$ cat src/verilog/opaddr_pkg.sv
// Constants for the operand and branch-target address generator.
// Assumes a 16-bit core with 24-bit addresses, one clock, sync reset.
// Contract
// - Direct address is a 10-bit field reaching only the lowest 1K of segment.
// - Direct data upper byte comes from data segment, never extra segment.
// - Field values 400h to 7FFh select the peripheral register space.
// - Peripheral addresses steer to their own path, never data memory.
// - Peripheral accesses use low 16 bits only; data prepends segment byte.
// - Immediates are 4, 5, 8 or 16-bit constants from the instruction.
// - Add-short and move-short 4-bit immediates are sign extended.
// - Bit address 0-FFh register file, 100h-1FFh data, 200h-3FFh peripheral.
// - The 256 register file bits cover the active register bank.
// - Data bit addresses reach bytes 20h to 3Fh of the current segment.
// - Peripheral bit addresses reach bytes 400h to 43Fh.
// - Jump, call and branch targets are always even.
// - Short displacement is 8 bits of words doubled to a 9-bit offset.
// - Long displacement is 16 bits of words doubled to a 17-bit offset.
// - Relative base is the address of the following instruction.
// - Odd base is forced to the next lower even address first.
// - Effective address is 24 bits: 8-bit segment plus 16-bit address.
// - Words are two contiguous bytes, double words two contiguous words.
// - Signed operands are two's complement in arithmetic and extension.
// - Decimal operands are bytes holding two packed digits.
// - Odd word operand addresses have bit 0 cleared.
package opaddr_pkg;

  // ************************************************************
  // Request modes, one-hot
  // ************************************************************
  typedef enum logic [7:0] {
    MODE_DIRECT = 8'h01,
    MODE_BIT    = 8'h02,
    MODE_IMM4   = 8'h04,
    MODE_IMM5   = 8'h08,
    MODE_IMM8   = 8'h10,
    MODE_IMM16  = 8'h20,
    MODE_SHORT_WORD_DISPLACEMENT   = 8'h40,
    MODE_LONG_WORD_DISPLACEMENT  = 8'h80
  } mode_e;

  // ************************************************************
  // Operand sizes
  // ************************************************************
  localparam logic [1:0] SIZE_BYTE  = 2'h0;
  localparam logic [1:0] SIZE_WORD  = 2'h1;
  localparam logic [1:0] SIZE_DWORD = 2'h2;

  // ************************************************************
  // Field positions and bases
  // ************************************************************
  localparam int          SFR_SEL_BIT    = 10;
  localparam int          BIT_SPACE_MSB  = 9;
  localparam int          BIT_DATA_SEL   = 8;
  localparam logic [15:0] BIT_DATA_BASE  = 16'h0020;
  localparam logic [15:0] SFR_BASE       = 16'h0400;
  localparam logic [15:0] WORD_STRIDE    = 16'h0002;
  localparam logic [7:0]  SFR_SEGMENT    = 8'h00;
  localparam logic [3:0]  BCD_MAX_DIGIT  = 4'h9;
  localparam logic [23:0] ADDR_RESET     = 24'h000000;
  localparam logic [15:0] IMM_RESET      = 16'h0000;
  localparam int          DECODE_CYCLES  = 1;

endpackage

$ cat src/verilog/operand_address_generation.sv
// Operand, bit and branch-target address generation.
// Assumes decoder inputs on ref_clk; answer one cycle after req_valid.
`timescale 1ns/100ps
`default_nettype none

module operand_address_generation
  import opaddr_pkg::*;
(
  input  wire logic        ref_clk,
  input  wire logic        srst,
  input  wire logic        req_valid,
  input  wire logic [7:0]  req_mode,
  input  wire logic [1:0]  req_size,
  input  wire logic [15:0] req_field,
  input  wire logic [23:0] req_next_pc,
  input  wire logic [7:0]  data_segment_reg,
  input  wire logic [1:0]  active_bank,
  output logic             ans_valid,
  output logic             sel_rf,
  output logic             sel_data,
  output logic             sel_sfr,
  output logic [23:0]      op_addr,
  output logic [23:0]      op_addr_hi,
  output logic [2:0]       bit_pos,
  output logic [6:0]       rf_bit_byte,
  output logic [15:0]      imm_value,
  output logic             imm_valid,
  output logic [23:0]      target_addr,
  output logic             target_valid,
  output logic             bcd_ok
);

  // ************************************************************
  // Helpers
  // ************************************************************
  function automatic logic [15:0] sext4(input logic [3:0] v);
    sext4 = {{12{v[3]}}, v};
  endfunction

  function automatic logic [15:0] clr_bit0(input logic [15:0] v);
    clr_bit0 = {v[15:1], 1'b0};
  endfunction

  // ************************************************************
  // Decode
  // ************************************************************
  wire logic is_direct = req_mode == MODE_DIRECT;
  wire logic is_bit    = req_mode == MODE_BIT;
  wire logic is_imm    = (req_mode == MODE_IMM4) || (req_mode == MODE_IMM5) ||
                         (req_mode == MODE_IMM8) || (req_mode == MODE_IMM16);
  wire logic is_rel    = (req_mode == MODE_SHORT_WORD_DISPLACEMENT) || (req_mode == MODE_LONG_WORD_DISPLACEMENT);
  wire logic wide      = req_size != SIZE_BYTE;

  // Direct field bit 10 splits RAM from peripheral space
  wire logic [9:0] dir_low   = req_field[9:0];
  wire logic       dir_sfr   = req_field[SFR_SEL_BIT];
  wire logic [15:0] dir_raw  = {6'h00, dir_low};
  wire logic [15:0] sfr_raw  = SFR_BASE | dir_raw;
  wire logic [15:0] dir_even = wide ? clr_bit0(dir_raw) : dir_raw;
  wire logic [15:0] sfr_even = wide ? clr_bit0(sfr_raw) : sfr_raw;

  // Bit addressing spaces
  wire logic [9:0]  bit_field = req_field[BIT_SPACE_MSB:0];
  wire logic        bit_sfr   = bit_field[BIT_SPACE_MSB];
  wire logic        bit_data  = !bit_sfr && bit_field[BIT_DATA_SEL];
  wire logic        bit_rf    = !bit_sfr && !bit_field[BIT_DATA_SEL];
  wire logic [15:0] bit_dbyte = BIT_DATA_BASE | {11'h000, bit_field[7:3]};
  wire logic [15:0] bit_sbyte = SFR_BASE | {10'h000, bit_field[8:3]};

  // Path select: at most one path, memory modes exactly one
  wire logic n_rf   = is_bit && bit_rf;
  wire logic n_sfr  = (is_direct && dir_sfr) || (is_bit && bit_sfr);
  wire logic n_data = (is_direct && !dir_sfr) || (is_bit && bit_data);

  // Segment byte only on the data path
  wire logic [7:0]  seg_byte = n_data ? data_segment_reg : SFR_SEGMENT;
  wire logic [15:0] low_addr = is_bit ? (bit_sfr ? bit_sbyte : bit_dbyte) :
                               (dir_sfr ? sfr_even : dir_even);
  wire logic [23:0] n_addr   = {seg_byte, low_addr};
  // Upper word of a double word sits two bytes on, same segment
  wire logic [15:0] hi_low   = low_addr + WORD_STRIDE;
  wire logic [23:0] n_addr_hi = {seg_byte, hi_low};

  // Immediates
  wire logic [15:0] n_imm =
    (req_mode == MODE_IMM4) ? sext4(req_field[3:0]) :
    (req_mode == MODE_IMM5) ? {11'h000, req_field[4:0]} :
    (req_mode == MODE_IMM8) ? {{8{req_field[7]}}, req_field[7:0]} :
    req_field;

  // Two packed digits in the low byte
  wire logic n_bcd = (req_field[3:0] <= BCD_MAX_DIGIT) &&
                     (req_field[7:4] <= BCD_MAX_DIGIT);

  // Relative target: even base plus doubled word displacement
  wire logic [15:0] base_even = clr_bit0(req_next_pc[15:0]);
  wire logic [8:0]  off9  = {req_field[7:0], 1'b0};
  wire logic [16:0] off17 = {req_field, 1'b0};
  wire logic [15:0] disp  = (req_mode == MODE_SHORT_WORD_DISPLACEMENT) ?
                            {{7{off9[8]}}, off9} : off17[15:0];
  wire logic [15:0] tgt_low = base_even + disp;
  wire logic [23:0] n_target = {req_next_pc[23:16], tgt_low[15:1], 1'b0};

  // ************************************************************
  // Answer registers
  // ************************************************************
  always_ff @(posedge ref_clk) begin
    if (srst) begin
      ans_valid    <= 1'b0;
      sel_rf       <= 1'b0;
      sel_data     <= 1'b0;
      sel_sfr      <= 1'b0;
      imm_valid    <= 1'b0;
      target_valid <= 1'b0;
    end else begin
      ans_valid    <= req_valid;
      sel_rf       <= req_valid && n_rf;
      sel_data     <= req_valid && n_data;
      sel_sfr      <= req_valid && n_sfr;
      imm_valid    <= req_valid && is_imm;
      target_valid <= req_valid && is_rel;
    end
  end

  always_ff @(posedge ref_clk) begin
    if (srst) begin
      op_addr     <= ADDR_RESET;
      op_addr_hi  <= ADDR_RESET;
      bit_pos     <= 3'h0;
      rf_bit_byte <= 7'h00;
      imm_value   <= IMM_RESET;
      target_addr <= ADDR_RESET;
      bcd_ok      <= 1'b0;
    end else if (req_valid) begin
      op_addr     <= n_addr;
      op_addr_hi  <= n_addr_hi;
      bit_pos     <= bit_field[2:0];
      rf_bit_byte <= {active_bank, bit_field[7:3]};
      imm_value   <= n_imm;
      target_addr <= n_target;
      bcd_ok      <= n_bcd;
    end
  end

  // ************************************************************
  // Checks
  // ************************************************************
  one_path_a: assert property (@(posedge ref_clk) disable iff (srst)
    ans_valid |-> $onehot0({sel_rf, sel_data, sel_sfr}))
    else $error("more than one access path selected");

  one_cycle_a: assert property (@(posedge ref_clk) disable iff (srst)
    req_valid && (is_direct || is_bit) |=> (sel_rf || sel_data || sel_sfr))
    else $error("memory access not steered in one cycle");

  direct_seg_a: assert property (@(posedge ref_clk) disable iff (srst)
    req_valid && is_direct && !req_field[10] |=>
      sel_data && op_addr[23:16] == $past(data_segment_reg) && op_addr[15:10] == 6'h00)
    else $error("direct data address wrong segment or range");

  sfr_space_a: assert property (@(posedge ref_clk) disable iff (srst)
    req_valid && is_direct && req_field[10] |=>
      sel_sfr && op_addr[23:11] == 13'h0000 && op_addr[10])
    else $error("peripheral address not in 400h-7FFh");

  bit_data_a: assert property (@(posedge ref_clk) disable iff (srst)
    req_valid && is_bit && req_field[9:8] == 2'h1 |=>
      sel_data && op_addr[15:0] >= 16'h0020 && op_addr[15:0] <= 16'h003f)
    else $error("data bit byte out of 20h-3Fh");

  bit_sfr_a: assert property (@(posedge ref_clk) disable iff (srst)
    req_valid && is_bit && req_field[9] |=>
      sel_sfr && op_addr[15:0] >= 16'h0400 && op_addr[15:0] <= 16'h043f)
    else $error("peripheral bit byte out of 400h-43Fh");

  word_even_a: assert property (@(posedge ref_clk) disable iff (srst)
    req_valid && is_direct && req_size != SIZE_BYTE |=> !op_addr[0])
    else $error("word operand address odd");

  short_sext_a: assert property (@(posedge ref_clk) disable iff (srst)
    req_valid && req_mode == MODE_IMM4 |=>
      imm_valid && imm_value[15:3] == {13{$past(req_field[3])}})
    else $error("short immediate not sign extended");

  target_even_a: assert property (@(posedge ref_clk) disable iff (srst)
    target_valid |-> !target_addr[0])
    else $error("branch target odd");

  short_word_displacement_calc_a: assert property (@(posedge ref_clk) disable iff (srst)
    req_valid && req_mode == MODE_SHORT_WORD_DISPLACEMENT |=> target_addr[15:0] ==
      16'(({$past(req_next_pc[15:1]), 1'b0}) + {{7{$past(req_field[7])}}, $past(req_field[7:0]), 1'b0}))
    else $error("short branch target wrong");

  long_word_displacement_calc_a: assert property (@(posedge ref_clk) disable iff (srst)
    req_valid && req_mode == MODE_LONG_WORD_DISPLACEMENT |=> target_addr[15:0] ==
      16'({$past(req_next_pc[15:1]), 1'b0} + {$past(req_field[14:0]), 1'b0}))
    else $error("long branch target wrong");

  target_seg_a: assert property (@(posedge ref_clk) disable iff (srst)
    req_valid && is_rel |=>
      target_valid && target_addr[23:16] == $past(req_next_pc[23:16]))
    else $error("branch target left the code page of the next pc");

  // Zero displacement shows the forced even base directly
  base_even_a: assert property (@(posedge ref_clk) disable iff (srst)
    req_valid && req_mode == MODE_SHORT_WORD_DISPLACEMENT && req_field[7:0] == 8'h00 |=>
      target_addr[15:0] == {$past(req_next_pc[15:1]), 1'b0})
    else $error("odd branch base not forced even");

  rel_flag_a: assert property (@(posedge ref_clk) disable iff (srst)
    req_valid && is_rel |=>
      target_valid && !imm_valid && !sel_rf && !sel_data && !sel_sfr)
    else $error("branch request raised a wrong flag");

  // ************************************************************
  // Immediate checks
  // ************************************************************
  imm_flag_a: assert property (@(posedge ref_clk) disable iff (srst)
    req_valid && is_imm |=> imm_valid && !target_valid)
    else $error("immediate request not flagged");

  imm5_zext_a: assert property (@(posedge ref_clk) disable iff (srst)
    req_valid && req_mode == MODE_IMM5 |=>
      imm_value == {11'h000, $past(req_field[4:0])})
    else $error("5-bit immediate not zero extended");

  imm8_sext_a: assert property (@(posedge ref_clk) disable iff (srst)
    req_valid && req_mode == MODE_IMM8 |=>
      imm_value == {{8{$past(req_field[7])}}, $past(req_field[7:0])})
    else $error("8-bit immediate not sign extended");

  imm16_pass_a: assert property (@(posedge ref_clk) disable iff (srst)
    req_valid && req_mode == MODE_IMM16 |=> imm_value == $past(req_field))
    else $error("16-bit immediate altered");

  bcd_flag_a: assert property (@(posedge ref_clk) disable iff (srst)
    req_valid |=> bcd_ok == ($past(req_field[3:0]) <= BCD_MAX_DIGIT &&
      $past(req_field[7:4]) <= BCD_MAX_DIGIT))
    else $error("packed digit flag wrong");

  // ************************************************************
  // Space and bit checks
  // ************************************************************
  direct_range_a: assert property (@(posedge ref_clk) disable iff (srst)
    req_valid && is_direct |=> op_addr[15:11] == 5'h00)
    else $error("direct address above 7FFh");

  sfr_no_seg_a: assert property (@(posedge ref_clk) disable iff (srst)
    sel_sfr |-> op_addr[23:16] == SFR_SEGMENT)
    else $error("peripheral access carries a segment byte");

  // High word must not carry into the segment byte
  dword_hi_a: assert property (@(posedge ref_clk) disable iff (srst)
    req_valid && is_direct && !req_field[10] |=>
      op_addr_hi == {op_addr[23:16], 16'(op_addr[15:0] + WORD_STRIDE)})
    else $error("second word address wrong");

  bit_rf_a: assert property (@(posedge ref_clk) disable iff (srst)
    req_valid && is_bit && req_field[9:8] == 2'h0 |=>
      sel_rf && rf_bit_byte == {$past(active_bank), $past(req_field[7:3])})
    else $error("register file bit not in active bank");

  bit_pos_a: assert property (@(posedge ref_clk) disable iff (srst)
    req_valid && is_bit |=> bit_pos == $past(req_field[2:0]))
    else $error("bit position wrong");

  // ************************************************************
  // Reset, idle and hold checks
  // ************************************************************
  reset_clear_a: assert property (@(posedge ref_clk)
    srst |=> !ans_valid && op_addr == ADDR_RESET && target_addr == ADDR_RESET &&
      imm_value == IMM_RESET && !bcd_ok)
    else $error("outputs not cleared by reset");

  idle_flags_a: assert property (@(posedge ref_clk) disable iff (srst)
    !req_valid |=> !ans_valid && !sel_rf && !sel_data && !sel_sfr &&
      !imm_valid && !target_valid)
    else $error("flag raised without a request");

  // Consumers may read data late, so it must hold between requests
  hold_data_a: assert property (@(posedge ref_clk) disable iff (srst)
    !req_valid |=> $stable(op_addr) && $stable(imm_value) && $stable(target_addr))
    else $error("data output changed without a request");

  odd_mode_a: assert property (@(posedge ref_clk) disable iff (srst)
    req_valid && !$onehot(req_mode) |=> ans_valid && !sel_rf && !sel_data &&
      !sel_sfr && !imm_valid && !target_valid)
    else $error("undefined mode raised a path flag");

endmodule // operand_address_generation

`default_nettype wire
$ cat config.mk
export PLATFORM = sky130hd
export DESIGN_NAME = operand_address_generation
export DESIGN_NICKNAME = d
export VERILOG_FILES = /design/src/verilog/opaddr_pkg.sv /design/src/verilog/operand_address_generation.sv
export SDC_FILE = /design/constraint.sdc
export NUM_CORES = 1
export LEC_CHECK = 0
export BUFFER_PORTS_ARGS = -buffer_cell sky130_fd_sc_hd__buf_2
export CORE_ASPECT_RATIO = 0.9
export CORE_MARGIN = 3
export CORE_UTILIZATION = 49
export DETAILED_ROUTE_END_ITERATION = 8
export GPL_ROUTABILITY_DRIVEN = 0
export PLACE_DENSITY = 0.81
export SLEW_MARGIN = 40
export SYNTH_ARGS = -nofsm -noshare
export SYNTH_HDL_FRONTEND = slang
export SYNTH_SLANG_ARGS = --single-unit
$ cat constraint.sdc
create_clock -name ref_clk -period 4.1 [get_ports ref_clk]
set_input_delay 0.82 -clock ref_clk [delete_from_list [all_inputs] [get_ports ref_clk]]
set_output_delay 0.82 -clock ref_clk [all_outputs]
set_load 0.02 [all_outputs]
==> results of run 1 <==
==> power groups by stage <==
stage               registers (uW)  logic, uW  clock network, uW
finish                         868        419                683
global route                   874        456                734
CTS                            868        418                695
detailed placement             886        415                  0
global placement               884        404                  0
floorplan                      946        231                  0
==> synthesized netlist by cell type, drive strengths merged, types with 5 or more instances <==
master,count,area (um^2)
nor2,68,255
nor3,13,70.1
ha,15,188
xnor2,12,105
nand3,17,85.1
a21o,13,97.6
buf,29,214
nand2,40,150
o21ai,28,140
mux2i,31,310
dfxtp,82,1640
inv,10,37.5
a22o,8,70.1
xor2,5,43.8
a211oi,16,120
clkbuf,24,111
a21oi,33,173
==> critical path, cell delays in order <==
cell,delay (ns)
buf_2,0.15
nor4_4,0.37
nand3_1,0.29
a21o_1,0.29
ha_1,0.37
a21o_1,0.21
a21oi_1,0.17
nand2_1,0.09
o211a_1,0.23
or3_1,0.31
a32o_1,0.25
==> placed cells by master, fill, tap and decap left out, drive strengths merged, types with 5 or more instances in the layout <==
cell and instances:
a21o 13, xor2 5, nor2 68, ha 15
o21ai 28, nor3 13, nand2 40, xnor2 12
inv 11, buf 160, dfxtp 82, a21oi 33
clkbuf 11, a22o 8, nand3 17, conb 10
mux2i 31, a211oi 16
==> per-layer routing <==
| metal | GRT usage | vias up | wire, um |
|---|---|---|---|
| met4 | 0.0720 | 0 | 190 |
| met3 | 0.0513 | 13 | 739 |
| met1 | 0.283 | 1911 | 4840 |
| met2 | 0.398 | 164 | 5790 |
| met5 | 0 | - | 0 |
| li1 | - | 1973 | - |
==> how the worst max path moves through the flow <==
stage,endpoint,slack [ns]
after floorplan,target_addr[12],0.83
after global routing,target_addr[12],0.62
after detailed placement,target_addr[12],0.47
final,target_addr[12],0.80
after CTS,target_addr[12],0.84
after global placement,target_addr[12],0.57
==> flip-flops by register name (all words and copies together), names as in the netlist, 2 cells and up <==
signal       count
target_addr     23
op_addr         19
imm_value       13
op_addr_hi      11
rf_bit_byte      7
bit_pos          2
==> layout make-up <==
cell class	count	area (um^2)
Tap cell	115	144
Timing Repair Buffer	160	811
Clock inverter	5	85.1
Fill cell	755	3070
Clock buffer	11	151
Multi-Input combinational cell	361	2280
Inverter	10	37.5
Sequential cell	82	1640
==> logic make-up (layout without fill, tap and decap cells) <==
logic type                 Yosys count  count (layout)
xor gates and xnor gates            17              17
adders and majority gates           16              16
muxes                               32              32
and+or+nand+nor                    167             167
AOI/OAI and AO/OA                  119             119
buffers and inverters               63             186
DFF                                 82              82
other                                1              10
==> stage by stage <==
step                hold slack [ns]  setup slack [ns]   util
finish                        0.454             0.796  0.627
global route                  0.478             0.625  0.627
CTS                           0.451             0.835  0.627
detailed placement            0.438             0.471  0.598
global placement              0.435             0.566  0.598
floorplan                     0.523             0.832      -
==> summary.txt, run 1 <==
CTS root buffer: clkbuf_8
Die height: 94.4 um
Area grow syn2layout: 21.2%
Number of routed nets with antenna violations: 0
CTS tree: yes
Total Nets Final: 703
Worst R2R Start: op_addr[0]
Internal power: 1380 uW
Cell Pwr Density: 382 nW/um^2
Worst-path clk slew: 0.08 ns
Comb power frac: 0.212
R2R cell count: 2
Post-cts resize count: 0
Actual slew at the worst max-slew pin: 0.674 ns
Skew-Pair Late Insertion Delay: 0.34 ns
R2r setup slk: 3.34 ns
DRC violation count after routing: 0
Post-synth EDFFs: 0
# Max-Cap Violations: 0
Die X-Extent: 104 um
Maximum root-to-sink buffer count: 2
Total track usage: 0.228
Share of cells above drive strength 1: 0.300
Synthesized area: 4250 um^2
Sequential share of the synthesized area: 0.386
CTS Buf Count: 9
Worst slew margin: 0.550
Status: finished clean
Detailed Routing Iterations Pass 1: 4
Clock Power Share: 0.347
Final Cell Area: 5150 um^2
Reg2reg end: op_addr[0]
Worst hold path class: reg2reg
Worst Hold Endpoint: op_addr_hi[5]
Placed Instance Area: 4920 um^2
Final period utilization: 0.806
WP data arrival: 3.54 ns
Critical Setup Path Class: in2reg
# placed instances: 728
Crit. End Element: flip-flop
CTS sink count: 82
Routed WL: 11600 um
Post-synth ARST share: 0
Synth Area in Simple Gates: 0.188
Num ports: 168
Effective utilization at floorplan: 0.517
Post-synthesis cell type count: 55
Clock Skews: 0 ns
Die area: 9830 um^2
Crit path max fanout: 7
Core region area: 8220 um^2
Most used DFF post-synth: dfxtp_1
Hold_buf cts: 0
Final hold vios: 0
Min Tclk post-route: 3.30 ns
Sequential power share: 0.441
Synth Area in Adders: 0.0489
Hold path depth: 2
DP Wirelength: 8570 um
Syn. warnings: 0
Worst VDD drop: 212 uV
Total global routing overflow: 0
Post-synthesis compound-gate area fraction: 0.180
Routed vias: 4061
Vias/cell: 5.46
Pins over their slew limit: 0
Synthesized area per cell: 8.55 um^2
Finished Layout Cells: 744
Num rows: 31
Worst Path Required: 4.34 ns
Number of global-route vias before repair: 3904
Final setup TNS: 0 ns
F_max: 0.303 GHz
Sw power: 588 uW
Post CTS Setup Buffer Count: 0
Ant diodes: 0
IO buf count: 156
First-pass GRT wire length: 18500 um
Largest net degree at the start of global routing: 64
Sw Share: 0.299
Combinational family with the most area after synthesis: simple AND/OR/NAND/NOR gates
Wire length per cell: 15.5 um
Post-synthesis mux area share: 0.0757
Critical Path Source Type: input port
Pwr Total: 1970 uW
Critical Path Source: req_mode[4]
Yosys reg bits: 82
Gate Count Post-Synth: 497
Antenna violations before repair: 0
P_leak: 0.00252 uW
Drt initial violations: 175
Setup-failing EPs final: 0
Min-delay src: op_addr_hi[5]
H-tree depth: 3
Xor and xnor area share after synthesis: 0.0350
RSZ-0062 raised after global routing: no
No activity file was read; power rests on OpenSTA's default activity.
==> inputs of run 2 (changes only) <==
- ABC_AREA: unset -> 1
- CORE_UTILIZATION: 49 -> 45
- PLACE_DENSITY: 0.81 -> 0.77
- clock period: 4.1 -> 2.8 ns (I/O delays scaled with it)
==> summary.txt, run 2 <==
Actual slew at the worst max-slew pin: 0.517 ns (-0.157 ns)
Final hold vios: 0 (unchanged)
Worst Path Required: 3.06 ns (-1.28 ns)
Routed vias: 4595 (+13%)
Setup-failing EPs final: 0 (unchanged)
WP data arrival: 2.82 ns (-0.72 ns)
H-tree depth: 3 (unchanged)
Top cell type by total area after synthesis: dfxtp_1
Hold_buf cts: 0 (unchanged)
Final setup TNS: 0 ns (unchanged)
Worst slew margin: 0.655 (+0.105)
Most used cell, CP: nand2_1
Synthesized area per cell: 7.03 um^2 (-18%)
Max stage delay on crit path: 0.35 ns (-0.02 ns)
Synthesized area: 4470 um^2 (+5.1%)
P_leak: 0.00302 uW (+20%)
IO buf count: 156 (unchanged)
Final period utilization: 0.914
Total global routing overflow: 0 (unchanged)
Effective utilization at floorplan: 0.476 (-0.0405)
Largest net degree at the start of global routing: 79 (+23%)
Yosys top cell area share: 0.368 (-0.0186)
Vias/cell: 5.06 (-7.4%)
DRC violation count after routing: 0 (unchanged)
Worst VDD drop: 390 uV (+84%)
Crit path cell chain: buf_2 > nor2_1 > inv_1 > nor2_2 > nand2_1 > inv_2 > nand2_1 > o21ai_0 > inv_1 > ha_1 > inv_1 > o21ai_1 > o21bai_1 > nand2_1 > nand2_1 > nor2_1 > nand3_1 > nand3_1 > nand2_1 > inv_1
Worst setup slack after layout: 0.242 ns (-0.554 ns)
Top post-synthesis cells by count: 95 x nand2_1, 93 x nor2_1, 82 x dfxtp_1
Min Tclk post-route: 2.56 ns
Post-synth ARST share: 0 (unchanged)
Wire length per cell: 14.0 um (-10%)
Ant diodes: 0 (unchanged)
Most frequent cell after synthesis: nand2_1
Area grow syn2layout: 23.1%
Die X-Extent: 111 um (+6.6%)
Most used DFF post-synth: dfxtp_1
Dpl ws: -0.128 ns (-0.599 ns)
Drt initial violations: 275 (+57%)
Max stage delay cell, worst path: ha_1
Top Registers: target_addr (23), op_addr (19), imm_value (13)
R2r setup slk: 2.10 ns (-1.24 ns)
Critical Path Source Type: input port
Num rows: 33 (+6.5%)
CTS tree: yes
Yosys reg bits: 82 (unchanged)
CTS Buf Count: 9 (unchanged)
Number of routed nets with antenna violations: 0 (unchanged)
Syn. warnings: 0 (unchanged)
# fillers: 851 (+13%)
DP Wirelength: 9640 um (+12%)
Synth top area cells: dfxtp_1 37%, nand2_1 8.0%, nor2_1 7.8%
Post-synth EDFFs: 0 (unchanged)
F_max: 0.391 GHz
Post-synthesis cell type count: 48 (-13%)
Area of the multi-input gates: 2270 um^2 (-0.44%)
Storage cell area: 1640 um^2 (unchanged)
Crit path max fanout: 7 (unchanged)
First-pass GRT wire length: 20300 um (+9.7%)
Gate Count Post-Synth: 635 (+28%)
Worst hold path class: in2reg
Max reg flops: 23 (unchanged)
Maximum root-to-sink buffer count: 2 (unchanged)
Pins over their slew limit: 0 (unchanged)
Die height: 101 um (+6.5%)
Worst-path clk slew: 0.10 ns (+0.02 ns)
CTS sink count: 82 (unchanged)
Antenna violations before repair: 0 (unchanged)
Critical Setup Path Class: in2reg
Detailed Routing Iterations Pass 1: 5 (+1)
Num ports: 168 (unchanged)
Crit. End Element: flip-flop
Number of global-route vias before repair: 4370 (+12%)
Total Nets Final: 861 (+22%)
RSZ-0062 raised after global routing: no
Clock Skews: 0 ns (unchanged)
Cell Pwr Density: 505 nW/um^2 (+32%)
Skew-Pair Late Insertion Delay: 0.35 ns (about the same)
# Max-Cap Violations: 0 (unchanged)
CTS root buffer: clkbuf_8
Status: finished clean
Largest Register: target_addr
Most frequent cells in the layout: 156 x buf_2, 95 x nand2_1, 93 x nor2_1
Most common cell after layout, fill and taps aside: buf_2
Routed WL: 12700 um (+9.8%)
Core region area: 9370 um^2 (+14%)
Total track usage: 0.222 (-0.00614)
Die area: 11200 um^2 (+14%)
Share of cells above drive strength 1: 0.287 (-0.0133)
Sequential share of the synthesized area: 0.368 (-0.0186)
-- run 2: cell types whose count changed after synthesis, sizes merged, moves of 13 or more --
cell / before / now
nand2: 40 / 110
inv: 10 / 78
a211oi: 16 / 1
mux2i: 31 / 0
o21ai: 28 / 70
a21o: 13 / 0
nand3: 17 / 45
nor2: 68 / 98
-- run 2: worst paths after layout --
path                       startpoint              end  cells past startpoint
setup / recovery          req_mode[1]  target_addr[15]                     20
hold / removal    data_segment_reg[7]      op_addr[23]                      3
setup reg to reg       rf_bit_byte[1]   rf_bit_byte[1]                      2
hold reg to reg                bcd_ok           bcd_ok                      2
-- run 2: per-stage QoR --
| step | power [uW] | area, um^2 | util | cells | hold slack, ns |
|---|---|---|---|---|---|
| 2_1_floorplan | 1730 | 4500 | - | 644 | 0.544 |
| 3_3_place_gp | 1930 | 5300 | 0.566 | 893 | 0.452 |
| 3_5_place_dp | 1950 | 5300 | 0.566 | 893 | 0.461 |
| 4_1_cts | 2800 | 5500 | 0.586 | 909 | 0.368 |
| 5_1_grt | 2920 | 5500 | 0.586 | 909 | 0.381 |
| 6_report | 2770 | 5500 | 0.586 | 909 | 0.387 |
-- run 2: area by class of cell --
cell class	instances	share of cell area
clock buffers	9	0.0225
multi-input cells	432	0.413
well taps	122	0.0278
repair buffers	173	0.168
flip-flops and latches	82	0.299
inverters	84	0.0576
clock inverters	7	0.0125
-- run 2: repair_timing --
action / 4_1_cts / 5_1_grt
resized for setup: 0 / 2
endpoints found under the setup margin: 0 / 2
buffers inserted: 0 / 0
-- run 2: kinds of logic after synthesis --
logic type / synth area share
flip-flops: 0.368
other: 0.000840
AND/OR/NAND/NOR: 0.282
adder cells (fa/ha/maj): 0.0465
AO/OA/AOI/OAI: 0.158
XOR/XNOR: 0.0137
buffers and inverters: 0.131
-- run 2: critical path: cells and delay by family --
family | cells | cell delay, ns
AND/OR/NAND/NOR | 10 | 0.92
AO/OA/AOI/OAI | 3 | 0.55
buffers and inverters | 6 | 0.43
adder cells (fa/ha/maj) | 1 | 0.35
-- run 2: metal layers --
metal / vias to the layer above / track usage / part of all wire / routed length, um
met1: 2077 / 0.264 / 0.41 / 5260
met5: - / 0 / 0 / 0
met3: 28 / 0.0540 / 0.077 / 983
met2: 186 / 0.392 / 0.49 / 6160
li1: 2304 / - / - / -
met4: 0 / 0.0824 / 0.023 / 286
-- run 2: power by group --
part | switching, uW | total [uW] | internal (uW)
logic | 424 | 648 | 224
registers | 37.1 | 1280 | 1240
clock network | 499 | 850 | 351
total | 960 | 2770 | 1810
==> inputs of run 3 (changes only) <==
- RECOVER_POWER: unset -> 100
- TNS_END_PERCENT: unset -> 10
==> summary.txt, run 3 (synthesis gave the netlist of run 2 again) <==
Number of routed nets with antenna violations: 0 (unchanged)
Cell Pwr Density: 518 nW/um^2 (+2.6%)
Area grow syn2layout: 18.7%
Met1 GRT Util: 0.264 (unchanged)
First-pass GRT wire length: 20300 um (unchanged)
Routed WL: 12700 um (+0.10%)
Pwr Total: 2750 uW (-1.0%)
Crit. End Element: flip-flop
Vias/cell: 5.05 (about the same)
Worst VDD drop: 386 uV (-1.1%)
Die X-Extent: 111 um (unchanged)
Status: finished clean
CTS Buf Count: 9 (unchanged)
CTS root buffer: clkbuf_8
Number of global-route vias before repair: 4370 (unchanged)
Min Tclk post-route: 2.57 ns (+0.0137 ns)
Num rows: 33 (unchanged)
Wire length per cell: 14.0 um (+0.10%)
Total global routing overflow: 0 (unchanged)
Ant diodes: 0 (unchanged)
Share of cells above drive strength 1: 0.141 (-0.146)
Worst slew margin: 0.274 (-0.380)
Dpl ws: -0.128 ns (unchanged)
Worst-path clk slew: 0.10 ns (about the same)
Total track usage: 0.222 (unchanged)
P_leak: 0.00262 uW (-13%)
Worst Path Required: 3.06 ns (about the same)
Finished Layout Cells: 909 (unchanged)
Num ports: 168 (unchanged)
Setup-failing EPs final: 0 (unchanged)
DRC violation count after routing: 0 (unchanged)
RSZ-0062 raised after global routing: no
Placed Instance Area: 5300 um^2 (unchanged)
Post-cts resize count: 0 (unchanged)
CTS tree: yes
Crit path max fanout: 7 (unchanged)
WP data arrival: 2.83 ns (about the same)
Routed vias: 4592 (-0.065%)
GR Util met3: 0.0540 (unchanged)
Routing usage on met2: 0.392 (unchanged)
Final Cell Area: 5300 um^2 (-3.6%)
Detailed Routing Iterations Pass 1: 5 (unchanged)
Die height: 101 um (unchanged)
Largest Register: target_addr
CTS sink count: 82 (unchanged)
Top Registers: target_addr (23), op_addr (19), imm_value (13)
DP Wirelength: 9640 um (unchanged)
Antenna violations before repair: 0 (unchanged)
Most common cell after layout, fill and taps aside: clkbuf_1
Final period utilization: 0.918 (+0.00491)
Pins over their slew limit: 0 (unchanged)
Maximum root-to-sink buffer count: 2 (unchanged)
IO buf count: 156 (unchanged)
Worst hold path class: in2reg
H-tree depth: 3 (unchanged)
Hold_buf cts: 0 (unchanged)
Core region area: 9370 um^2 (unchanged)
# Max-Cap Violations: 0 (unchanged)
Global route hottest layer: met2
Actual slew at the worst max-slew pin: 1.09 ns (+0.571 ns)
Max reg flops: 23 (unchanged)
Final hold vios: 0 (unchanged)
Worst setup slack after layout: 0.228 ns (-0.0137 ns)
Die area: 11200 um^2 (unchanged)
Clock Skews: 0 ns (unchanged)
Critical Path Source Type: input port
Total Nets Final: 861 (unchanged)
# placed instances: 893 (unchanged)
Post CTS Setup Buffer Count: 0 (unchanged)
Skew-Pair Late Insertion Delay: 0.35 ns (about the same)
Largest net degree at the start of global routing: 79 (unchanged)
Effective utilization at floorplan: 0.476 (unchanged)
Critical Setup Path Class: in2reg
Drt initial violations: 245 (-11%)
F_max: 0.389 GHz (-0.53%)
Most frequent cells in the layout: 103 x clkbuf_1, 100 x nand2_1, 96 x nor2_1
-- run 3: cell types whose count changed in the layout (fill, tap and decap cells not counted), moves of 2 or more --
cell / change
nand2_2: -4
buf_2: -100
clkbuf_1: +103
buf_4: -4
nor2_1: +3
inv_1: +2
nand2_1: +5
inv_2: -2
nand3_1: +2
nor2_4: -3
-- run 3: area by class of cell --
cell class / count / area (um^2)
fillers: 921 / 4070
well taps: 122 / 153
flip-flops and latches: 82 / 1640
inverters: 84 / 317
clock buffers: 9 / 124
clock inverters: 7 / 68.8
repair buffers: 173 / 782
multi-input cells: 432 / 2210
-- run 3: layer usage --
layer | share of wire | vias to the layer above
met4 | 0.017 | 0
li1 | - | 2304
met3 | 0.074 | 23
met1 | 0.42 | 2089
met2 | 0.49 | 176
met5 | 0 | -
-- run 3: final timing paths --
kind	startpoint	end	slack (ns)	cells after the start
hold / removal	data_segment_reg[7]	op_addr[23]	0.39	3
setup / recovery	req_mode[1]	target_addr[15]	0.23	20
hold reg to reg	bcd_ok	bcd_ok	0.47	2
setup reg to reg	op_addr_hi[7]	op_addr_hi[7]	2.08	4
-- run 3: power breakdown --
group          internal [uW]  total [uW]  switching (uW)
clock network            351         851             500
logic                    197         616             419
registers               1240        1280            38.9
total                   1790        2750             958
-- run 3: worst max-delay path, stage by stage --
cell and delay, ns:
clkbuf_1 0.09, nor2_1 0.14, inv_1 0.08, nor2_2 0.11, nand2_1 0.10, inv_1 0.08
nand2_1 0.13, o21ai_0 0.12, inv_1 0.07, ha_1 0.35, inv_1 0.08, o21ai_1 0.22
o21bai_1 0.21, nand2_1 0.10, nand2_1 0.09, nor2_1 0.04, nand3_1 0.07, nand3_1 0.08
nand2_1 0.07, inv_1 0.04
-- run 3: metrics by stage --
step | setup TNS [ns] | utilization | hold slack [ns]
floorplan | 0 | - | 0.544
global placement | 0 | 0.566 | 0.452
detailed placement | -0.153 | 0.566 | 0.461
CTS | 0 | 0.586 | 0.368
global route | 0 | 0.565 | 0.381
finish | 0 | 0.565 | 0.386
